--- src/rtl/eeprom_host_pkg.sv ---
// Constants and types shared by the two-wire EEPROM read host
package eeprom_host_pkg;

   // ----------------------------------------------------------------
   // Device address byte
   // ----------------------------------------------------------------
   localparam logic [3:0] ARRAY_TYPE_CODE = 4'ha;
   localparam logic [3:0] ID_TYPE_CODE = 4'hb;
   localparam logic RW_WRITE = 1'h0;
   localparam logic RW_READ = 1'h1;

   // ----------------------------------------------------------------
   // Word address layout
   // ----------------------------------------------------------------
   localparam int WORD_ADDR_W = 12;
   localparam int ID_OFFSET_W = 5;
   localparam logic [5:0] ID_PAGE_BYTES = 6'h20;
   // Upper address byte of a freeze command: only the lock-select bit is set
   localparam logic [7:0] ID_LOCK_ADDR_HI = 8'h04;
   localparam logic [7:0] ID_LOCK_ADDR_LO = 8'h00;
   // Freeze data byte: bit one set, the rest are don't care
   localparam logic [7:0] ID_LOCK_DATA = 8'h02;

   // ----------------------------------------------------------------
   // Timing
   // ----------------------------------------------------------------
   localparam int CLK_PERIOD_NS = 10;
   localparam int SCL_PERIOD_NS = 10000;
   localparam int QUARTER_CYCLES = (SCL_PERIOD_NS + 4 * CLK_PERIOD_NS - 1) / (4 * CLK_PERIOD_NS);
   localparam int PROGRAM_INTERVAL_US = 10000;
   localparam int PROGRAM_INTERVAL_CYCLES = (PROGRAM_INTERVAL_US * 1000 + CLK_PERIOD_NS - 1)
                                            / CLK_PERIOD_NS;

   // ----------------------------------------------------------------
   // Commands and byte kinds
   // ----------------------------------------------------------------
   typedef enum logic [1:0] {
      OP_CURRENT_READ = 2'h0,
      OP_RANDOM_READ = 2'h1,
      OP_ID_READ = 2'h2,
      OP_ID_FREEZE = 2'h3
   } op_t;

   typedef enum logic [2:0] {
      KIND_DEV_WRITE = 3'h0,
      KIND_ADDR_HI = 3'h1,
      KIND_ADDR_LO = 3'h2,
      KIND_DEV_READ = 3'h3,
      KIND_DATA = 3'h4
   } kind_t;

endpackage : eeprom_host_pkg

--- src/rtl/eeprom_read_host.sv ---
// Two-wire host that reads a serial EEPROM, reads and freezes its ID page
`timescale 1ns/100ps

// ------------------------------------------------------------------
// Read data buffer
// ------------------------------------------------------------------
module read_fifo #(
   parameter int WIDTH = 8,
   parameter int DEPTH = 32
) (
   // Clock and reset
   input wire logic clk,
   input wire logic reset,
   // Fill side
   input wire logic in_valid,
   output logic in_ready,
   input wire logic [WIDTH-1:0] in_data,
   // Drain side
   output logic out_valid,
   input wire logic out_ready,
   output logic [WIDTH-1:0] out_data
);
   localparam int AW = $clog2(DEPTH);
   logic [WIDTH-1:0] mem [DEPTH];
   logic [AW-1:0] wr_ptr;
   logic [AW-1:0] rd_ptr;
   logic [AW:0] count;
   logic do_wr;
   logic do_rd;
   logic [AW-1:0] next_rd_ptr;
   logic [AW:0] next_count;

   assign in_ready = count != (AW+1)'(DEPTH);
   assign do_wr = in_valid && in_ready;
   assign do_rd = out_valid && out_ready;
   assign next_rd_ptr = !do_rd ? rd_ptr : (rd_ptr == AW'(DEPTH - 1)) ? '0 : rd_ptr + 1'b1;
   assign next_count = count + (AW+1)'(do_wr) - (AW+1)'(do_rd);

   always_ff @(posedge clk) begin
      if (do_wr) begin
         mem[wr_ptr] <= in_data;
      end
   end

   always_ff @(posedge clk) begin
      if (reset) begin
         wr_ptr <= '0;
         rd_ptr <= '0;
         count <= '0;
         out_valid <= 1'b0;
         out_data <= '0;
      end else begin
         if (do_wr) begin
            wr_ptr <= (wr_ptr == AW'(DEPTH - 1)) ? '0 : wr_ptr + 1'b1;
         end
         rd_ptr <= next_rd_ptr;
         count <= next_count;
         // Head word is registered so the stream leaves from flops;
         // a word written into an empty buffer bypasses the array
         out_valid <= next_count != '0;
         out_data <= (do_wr && wr_ptr == next_rd_ptr) ? in_data : mem[next_rd_ptr];
      end
   end
endmodule : read_fifo

// ------------------------------------------------------------------
// Host controller
// ------------------------------------------------------------------
module eeprom_read_host
   import eeprom_host_pkg::*;
#(
   parameter int LEN_W = 13,
   parameter int FIFO_DEPTH = 32,
   parameter int QUARTER = QUARTER_CYCLES,
   parameter int PROGRAM_WAIT = PROGRAM_INTERVAL_CYCLES
) (
   // Clock and reset
   input wire logic clk,
   input wire logic reset,
   // Command port
   input wire logic cmd_valid,
   output logic cmd_ready,
   input wire eeprom_host_pkg::op_t cmd_op,
   input wire logic [2:0] cmd_chip_select,
   input wire logic [eeprom_host_pkg::WORD_ADDR_W-1:0] cmd_addr,
   input wire logic [LEN_W-1:0] cmd_len,
   // Status
   output logic busy,
   output logic done,
   output logic nack_error,
   // Read data stream
   output logic rd_valid,
   input wire logic rd_ready,
   output logic [7:0] rd_data,
   // Two-wire bus, open drain
   input wire logic scl_in,
   output logic scl_out,
   output logic scl_oe,
   input wire logic sda_in,
   output logic sda_out,
   output logic sda_oe
);
   import eeprom_host_pkg::*;

   typedef enum logic [5:0] {
      ST_IDLE = 6'h01,
      ST_START = 6'h02,
      ST_SEND = 6'h04,
      ST_RECV = 6'h08,
      ST_STOP = 6'h10,
      ST_WAIT = 6'h20
   } state_t;

   state_t st;
   op_t op;
   kind_t kind;
   logic [2:0] chip_sel;
   logic [WORD_ADDR_W-1:0] addr;
   logic [LEN_W-1:0] remaining;
   logic addr_done;
   logic [1:0] q;
   logic [$clog2(QUARTER+1)-1:0] qcnt;
   logic [3:0] bit_idx;
   logic [7:0] shreg;
   logic ack_seen_high;
   logic [31:0] wait_cnt;
   logic sda_meta;
   logic sda_sync;
   logic tick;
   logic stall;
   logic step;
   logic push;
   logic [7:0] push_data;
   logic fifo_in_ready;
   logic next_scl_low;
   logic next_sda_low;
   logic [LEN_W-1:0] id_room;

   // ----------------------------------------------------------------
   // Byte to send for each kind
   // ----------------------------------------------------------------
   function automatic logic [7:0] tx_byte(kind_t k, op_t o, logic [2:0] cs,
                                          logic [WORD_ADDR_W-1:0] a);
      logic [3:0] type_code;
      logic [7:0] b;
      type_code = (o == OP_ID_READ || o == OP_ID_FREEZE) ? ID_TYPE_CODE : ARRAY_TYPE_CODE;
      b = 8'h00;
      case (k)
         KIND_DEV_WRITE: b = {type_code, cs, RW_WRITE};
         KIND_DEV_READ: b = {type_code, cs, RW_READ};
         KIND_ADDR_HI: begin
            if (o == OP_ID_FREEZE) b = ID_LOCK_ADDR_HI;
            else if (o == OP_ID_READ) b = 8'h00;
            else b = 8'(a[WORD_ADDR_W-1:8]);
         end
         KIND_ADDR_LO: begin
            if (o == OP_ID_FREEZE) b = ID_LOCK_ADDR_LO;
            else if (o == OP_ID_READ) b = 8'(a[ID_OFFSET_W-1:0]);
            else b = a[7:0];
         end
         KIND_DATA: b = ID_LOCK_DATA;
         default: b = 8'h00;
      endcase
      return b;
   endfunction : tx_byte

   // ----------------------------------------------------------------
   // Input synchroniser and quarter-bit timing
   // ----------------------------------------------------------------
   always_ff @(posedge clk) begin
      sda_meta <= sda_in;
      sda_sync <= sda_meta;
   end

   assign tick = qcnt == ($bits(qcnt))'(QUARTER - 1);
   // Bus clock is held low before a data byte while the buffer is full
   assign stall = (st == ST_RECV) && (bit_idx == 4'h0) && (q == 2'h0) && !fifo_in_ready;
   assign step = tick && !stall;
   assign id_room = LEN_W'(ID_PAGE_BYTES) - LEN_W'(cmd_addr[ID_OFFSET_W-1:0]);

   always_ff @(posedge clk) begin
      if (reset || st == ST_IDLE || st == ST_WAIT || tick) begin
         qcnt <= '0;
      end else begin
         qcnt <= qcnt + 1'b1;
      end
   end

   // ----------------------------------------------------------------
   // Line levels per quarter
   // ----------------------------------------------------------------
   always_comb begin
      next_scl_low = 1'b0;
      next_sda_low = 1'b0;
      case (st)
         ST_START: begin
            next_scl_low = (q == 2'h0) || (q == 2'h3);
            next_sda_low = q[1];
         end
         ST_SEND: begin
            next_scl_low = (q == 2'h0) || (q == 2'h3);
            next_sda_low = (bit_idx < 4'h8) && !shreg[7];
         end
         ST_RECV: begin
            next_scl_low = (q == 2'h0) || (q == 2'h3);
            next_sda_low = (bit_idx == 4'h8) && (remaining != LEN_W'(1));
         end
         ST_STOP: begin
            next_scl_low = q == 2'h0;
            next_sda_low = !q[1];
         end
         default: begin
            next_scl_low = 1'b0;
            next_sda_low = 1'b0;
         end
      endcase
   end

   always_ff @(posedge clk) begin
      if (reset) begin
         scl_oe <= 1'b0;
         sda_oe <= 1'b0;
         scl_out <= 1'b0;
         sda_out <= 1'b0;
      end else begin
         scl_oe <= next_scl_low;
         sda_oe <= next_sda_low;
         scl_out <= 1'b0;
         sda_out <= 1'b0;
      end
   end

   // ----------------------------------------------------------------
   // Transfer sequencer
   // ----------------------------------------------------------------
   always_ff @(posedge clk) begin
      if (reset) begin
         st <= ST_IDLE;
         op <= OP_CURRENT_READ;
         kind <= KIND_DEV_WRITE;
         chip_sel <= 3'h0;
         addr <= '0;
         remaining <= '0;
         addr_done <= 1'b0;
         q <= 2'h0;
         bit_idx <= 4'h0;
         shreg <= 8'h00;
         ack_seen_high <= 1'b0;
         wait_cnt <= 32'h0;
         cmd_ready <= 1'b0;
         busy <= 1'b0;
         done <= 1'b0;
         nack_error <= 1'b0;
         push <= 1'b0;
         push_data <= 8'h00;
      end else begin
         done <= 1'b0;
         push <= 1'b0;
         case (st)
            ST_IDLE: begin
               cmd_ready <= 1'b1;
               if (cmd_valid && cmd_ready) begin
                  cmd_ready <= 1'b0;
                  busy <= 1'b1;
                  nack_error <= 1'b0;
                  op <= cmd_op;
                  chip_sel <= cmd_chip_select;
                  addr <= cmd_addr;
                  addr_done <= cmd_op == OP_CURRENT_READ;
                  q <= 2'h0;
                  remaining <= (cmd_len == '0) ? LEN_W'(1) : cmd_len;
                  if (cmd_op == OP_ID_READ && cmd_len > id_room) begin
                     remaining <= id_room;
                  end
                  st <= ST_START;
               end
            end
            ST_START: begin
               if (step) begin
                  q <= q + 1'b1;
                  if (q == 2'h3) begin
                     kind <= addr_done ? KIND_DEV_READ : KIND_DEV_WRITE;
                     shreg <= tx_byte(addr_done ? KIND_DEV_READ : KIND_DEV_WRITE, op,
                                      chip_sel, addr);
                     bit_idx <= 4'h0;
                     st <= ST_SEND;
                  end
               end
            end
            ST_SEND: begin
               if (step) begin
                  q <= q + 1'b1;
                  if (q == 2'h1 && bit_idx == 4'h8) begin
                     ack_seen_high <= sda_sync;
                  end
                  if (q == 2'h3) begin
                     bit_idx <= bit_idx + 1'b1;
                     shreg <= {shreg[6:0], 1'b0};
                     if (bit_idx == 4'h8) begin
                        bit_idx <= 4'h0;
                        if (ack_seen_high) begin
                           nack_error <= 1'b1;
                           st <= ST_STOP;
                        end else begin
                           case (kind)
                              KIND_DEV_WRITE: begin
                                 kind <= KIND_ADDR_HI;
                                 shreg <= tx_byte(KIND_ADDR_HI, op, chip_sel, addr);
                              end
                              KIND_ADDR_HI: begin
                                 kind <= KIND_ADDR_LO;
                                 shreg <= tx_byte(KIND_ADDR_LO, op, chip_sel, addr);
                              end
                              KIND_ADDR_LO: begin
                                 if (op == OP_ID_FREEZE) begin
                                    kind <= KIND_DATA;
                                    shreg <= tx_byte(KIND_DATA, op, chip_sel, addr);
                                 end else begin
                                    addr_done <= 1'b1;
                                    st <= ST_START;
                                 end
                              end
                              KIND_DEV_READ: st <= ST_RECV;
                              default: st <= ST_STOP;
                           endcase
                        end
                     end
                  end
               end
            end
            ST_RECV: begin
               if (step) begin
                  q <= q + 1'b1;
                  if (q == 2'h1 && bit_idx < 4'h8) begin
                     shreg <= {shreg[6:0], sda_sync};
                  end
                  if (q == 2'h3) begin
                     bit_idx <= bit_idx + 1'b1;
                     if (bit_idx == 4'h7) begin
                        push <= 1'b1;
                        push_data <= shreg;
                     end
                     if (bit_idx == 4'h8) begin
                        bit_idx <= 4'h0;
                        remaining <= remaining - 1'b1;
                        if (remaining == LEN_W'(1)) begin
                           st <= ST_STOP;
                        end
                     end
                  end
               end
            end
            ST_STOP: begin
               if (step) begin
                  q <= q + 1'b1;
                  if (q == 2'h3) begin
                     if (op == OP_ID_FREEZE && !nack_error) begin
                        wait_cnt <= 32'(PROGRAM_WAIT - 1);
                        st <= ST_WAIT;
                     end else begin
                        busy <= 1'b0;
                        done <= 1'b1;
                        st <= ST_IDLE;
                     end
                  end
               end
            end
            ST_WAIT: begin
               // Device ignores the bus while it programs the freeze
               wait_cnt <= wait_cnt - 1'b1;
               if (wait_cnt == 32'h0) begin
                  busy <= 1'b0;
                  done <= 1'b1;
                  st <= ST_IDLE;
               end
            end
            default: st <= ST_IDLE;
         endcase
      end
   end

   // ----------------------------------------------------------------
   // Received bytes go out through the buffer
   // ----------------------------------------------------------------
   read_fifo #(
      .WIDTH(8),
      .DEPTH(FIFO_DEPTH)
   ) u_read_fifo (
      .clk(clk),
      .reset(reset),
      .in_valid(push),
      .in_ready(fifo_in_ready),
      .in_data(push_data),
      .out_valid(rd_valid),
      .out_ready(rd_ready),
      .out_data(rd_data)
   );

endmodule : eeprom_read_host

--- config.mk ---
export PLATFORM = sky130hd
export DESIGN_NAME = eeprom_read_host
export DESIGN_NICKNAME = d
export VERILOG_FILES = /design/src/rtl/eeprom_host_pkg.sv /design/src/rtl/eeprom_read_host.sv
export SDC_FILE = /design/constraint.sdc
export NUM_CORES = 1
export LEC_CHECK = 0
export ABC_AREA = 1
export BUFFER_PORTS_ARGS = -buffer_cell sky130_fd_sc_hd__buf_2
export CORE_MARGIN = 2
export CORE_UTILIZATION = 50
export DETAILED_ROUTE_END_ITERATION = 6
export PLACE_DENSITY_LB_ADDON = 0.15
export SYNTH_ARGS = -nofsm -noshare
export SYNTH_HDL_FRONTEND = slang
export SYNTH_SLANG_ARGS = --single-unit
--- constraint.sdc ---
create_clock -name clk -period 2.8 [get_ports clk]
set_input_delay 0.56 -clock clk [delete_from_list [all_inputs] [get_ports clk]]
set_output_delay 0.56 -clock clk [all_outputs]
set_load 0.005 [all_outputs]
==> results_dict.tcl <==
set metrics [dict create \
    hold_viol_final 0 \
    crit_top_cell "nand3_1" \
    max_clock_freq_ghz 0.3888 \
    postRouteAntennaNets 0 \
    path_class "register to register" \
    yosys_most_used_dff "edfxtp_1" \
    hold_path_depth 1 \
    tritoncts "yes" \
    worstHoldPathType "input port to register" \
    cts_max_path_buffers 3 \
    starting_drt_drc_count 1256 \
    synth_seq_area_share_pct 54.09 \
    total_placed_instance_area_um2 20480 \
    power_mw 17.06 \
    crit-reg2reg-launch "u_read_fifo.rd_ptr[1]" \
    clock_latency_ns 0.56 \
    ys_seq_elements 393 \
    syn-instance-count 2280 \
    synthesized_cell_area_um2 19280 \
    final.period_utilization_pct 91.85 \
    yosys_warnings 0 \
    detail_route.vias_per_cell 5.287 \
    die_w_um 200.4 \
    timing.critical_path.slowest_cell_delay_ns 0.39 \
    required_ns 3.24 \
    n_antenna_cell 0 \
    place.gp.congestion 0.8881 \
    kind_of_cell_adding_the_most_delay_to_the_critical_path "simple AND/OR/NAND/NOR gates" \
    r2r.worst_path.cells 16 \
    grt_first_pass_wirelength_mm 77.29 \
    design.core.area_um2 37840 \
    syn_area_per_cell_um2 8.457 \
    crit_buf_inv 3 \
    count_of_cells_resized_by_post_cts_repair 0 \
    clock-skew-final_ns 0.01970 \
    final_net_count 2433 \
    post-route-min-period_ns 2.572 \
    vias_in_the_first_global_route 14691 \
    global_route.usage.total_pct 23.91 \
    drc_errors 0 \
    async_flop_share_pct 0 \
    place_hpwl_mm 30.79 \
    worst_hold_slack_ns 0.1128 \
    leakagePower_nw 9.893 \
    clk_root_buffer_cell "clkbuf_16" \
    dp_slack_ns 0.09289 \
    end_kind "register" \
    synth_edf_count 256 \
    irDropWorstVdd_uv 597.0 \
    grt_antenna_before_repair 0 \
    cp.arrival_ns 3.01 \
    vias 15368 \
    cts_htree_levels 2 \
    standard_cell_with_the_maximum_stage_delay_on_the_critical_path "dfxtp_1" \
    die_height_um 200.4 \
    setup_tns_ns 0 \
    worst_pin_slew_ns 0.7725 \
    path_cells "ha_1 > inv_1 > nor3_1 > ha_1 > inv_1 > nand2_1 > nand2_2 > nand2_2 > buf_12 > nand2_1 > nand3_1 > nand3_1 > nand3_1 > nand3_1 > nand2_1 > a21oi_2" \
    maximum_number_of_pins_on_one_net_before_global_route_repair 67 \
    ioPinCount 53 \
    worst_hold_startpoint "sda_in" \
    slew-limit-headroom_pct 48.50 \
    slew_violations 0 \
    layout_setup_ws_ns 0.2282 \
    std_cell_rows 71 \
    startpoint_type "register" \
    port-buffer-count 49 \
    clkSlewWorstSetupHoldPaths_ns 0.06 \
    start_util_pct 50.95 \
    numCtsBuffers 42 \
    area_delta_synth_final_pct 13.99 \
    postLayoutCellArea_um2 21980 \
    detailedRoute.firstPassIterationCount 7 \
    drv_cap 0 \
    rr_endpoint "u_read_fifo.out_data[3]" \
    final_layout_size_suffix_gt1_share_pct 10.93 \
    design.die.area_um2 40150 \
    wire_per_inst_um 16.45 \
    synth.lib_cells_used.distinct 49 \
    grt-ovfl-total 0 \
    cts_num_sinks 393 \
    crit_path_max_fanout 33 \
    power_per_cell_area_nw_per_um2 776.3 \
    hold_path_end "sda_meta" \
    routed_wl_mm 47.81 \
    post_cts.repair.setup_buffers 0 \
    cts_hold_repair.buffers 0 \
    timing.reg2reg.setup_slack_ns 0.23 \
    run_status "finished, final reports clean" \
    setup_viol_count_final 0 \
]
==> worst max-delay path by stage <==
stage,startpoint,to,slack [ns],cells past startpoint
6_report,u_read_fifo.rd_ptr[1],u_read_fifo.out_data[3],0.23,16
3_5_place_dp,cmd_addr[0],remaining[6],0.09,16
2_1_floorplan,cmd_addr[0],remaining[2],0.31,16
5_1_grt,u_read_fifo.rd_ptr[1],u_read_fifo.out_data[0],-0.007,14
4_1_cts,u_read_fifo.rd_ptr[0],u_read_fifo.out_data[3],0.11,14
3_3_place_gp,cmd_addr[0],remaining[2],0.10,17
==> registers in the layout, indices dropped and copies added, names as in the netlist, 2 cells and up <==
register / count
u_read_fifo.mem: 256
addr: 12
shreg: 8
st: 6
chip_sel: 3
u_read_fifo.out_data: 8
push_data: 8
q: 2
op: 2
u_read_fifo.wr_ptr: 5
wait_cnt: 32
u_read_fifo.rd_ptr: 5
u_read_fifo.count: 6
remaining: 13
qcnt: 8
kind: 3
bit_idx: 4
==> power breakdown <==
| part | switching (mW) | internal [mW] | leakage (nW) |
|---|---|---|---|
| clock network | 2.28 | 3.60 | 0.723 |
| logic | 3.00 | 1.52 | 6.27 |
| registers | 0.241 | 6.43 | 2.90 |
| total | 5.51 | 11.5 | 9.89 |
==> metal layers <==
layer,vias to the layer above,GRT usage (%),part of all wire (%)
met4,0,7.751,2.5
met2,445,39.45,47
met3,81,3.856,6.2
met5,-,0,0
li1,7618,-,-
met1,7224,32.35,44
==> layout make-up <==
| cell class | count | area [um2] |
|---|---|---|
| clock buffer | 55 | 1171 |
| timing repair buffer | 130 | 982.2 |
| fill | 3433 | 15870 |
| inverter | 364 | 1366 |
| clock inverter | 22 | 300.3 |
| tap | 511 | 639.4 |
| sequential | 393 | 10430 |
| multi-input combinational | 1432 | 7088 |
==> cells by family (layout without fill, tap and decap cells) <==
family,Yosys count,after routing,share of synthesized area [%]
other,1,2,0.01945
DFF,393,393,54.09
and+or+nand+nor,1167,1168,27.29
xor gates and xnor gates,31,31,1.408
AOI/OAI and AO/OA,197,197,5.496
buffers and inverters,457,571,9.448
adders and majority gates,34,34,2.245
==> cell usage in the layout (no fill, tap or decap), types with 7 or more instances in the layout <==
master and count:
bufinv_16 7, buf_2 49, clkbuf_16 43, buf_4 70, nand2_2 8, o21a_1 10
a21oi_1 92, dfxtp_1 136, nand3_1 376, xnor2_1 13, nor2_2 7, clkbuf_1 7
edfxtp_1 256, nand2_1 433, o21ai_0 67, nand4_1 20, inv_2 8, buf_12 10
nor3_1 20, inv_1 353, nor2_1 236, nand3b_1 28, or2_2 10, xor2_1 18
clkinv_2 9, ha_1 33
==> per-stage QoR <==
step                      utilization (%)  cells
after global placement              54.11   2829
after CTS                           57.99   2906
final                               58.08   2907
after floorplan                         -   2281
after global routing                58.08   2907
after detailed placement            54.11   2829
==> cell usage after synthesis (2+ instances only) <==
library cell / n / area [um2]
a211oi_1: 2 / 15.01
a21oi_1: 96 / 480.5
a31oi_1: 2 / 12.51
buf_1: 5 / 18.77
buf_2: 42 / 210.2
buf_4: 10 / 75.07
buf_6: 2 / 22.52
clkbuf_1: 33 / 123.9
clkinv_1: 3 / 11.26
dfxtp_1: 137 / 2743
edfxtp_1: 256 / 7687
ha_1: 33 / 412.9
inv_1: 354 / 1329
inv_2: 7 / 26.28
nand2_1: 438 / 1644
nand2_2: 5 / 31.28
nand2_4: 3 / 33.78
nand3_1: 376 / 1882
nand3_2: 6 / 60.06
nand3b_1: 28 / 210.2
nand4_1: 20 / 125.1
nand4_2: 2 / 25.02
nor2_1: 236 / 885.9
nor2_2: 6 / 37.54
nor2_4: 5 / 56.30
nor3_1: 20 / 100.1
nor3_2: 2 / 20.02
nor3_4: 2 / 32.53
nor3b_1: 4 / 30.03
nor4_1: 4 / 25.02
o211ai_1: 4 / 30.03
o21a_1: 10 / 75.07
o21ai_0: 67 / 335.3
o21ai_1: 6 / 30.03
o31ai_1: 2 / 15.01
or2_2: 10 / 62.56
xnor2_1: 13 / 113.9
xor2_1: 18 / 157.7
==> worst register-to-register path, delay by kind of cell (launching register included) <==
family / cells / cell delay, ns
AND/OR/NAND/NOR: 10 / 1.24
adder cells (fa/ha/maj): 2 / 0.41
flip-flops: 1 / 0.39
buffers and inverters: 3 / 0.35
AO/OA/AOI/OAI: 1 / 0.07
(Power assumes the default switching activity.)
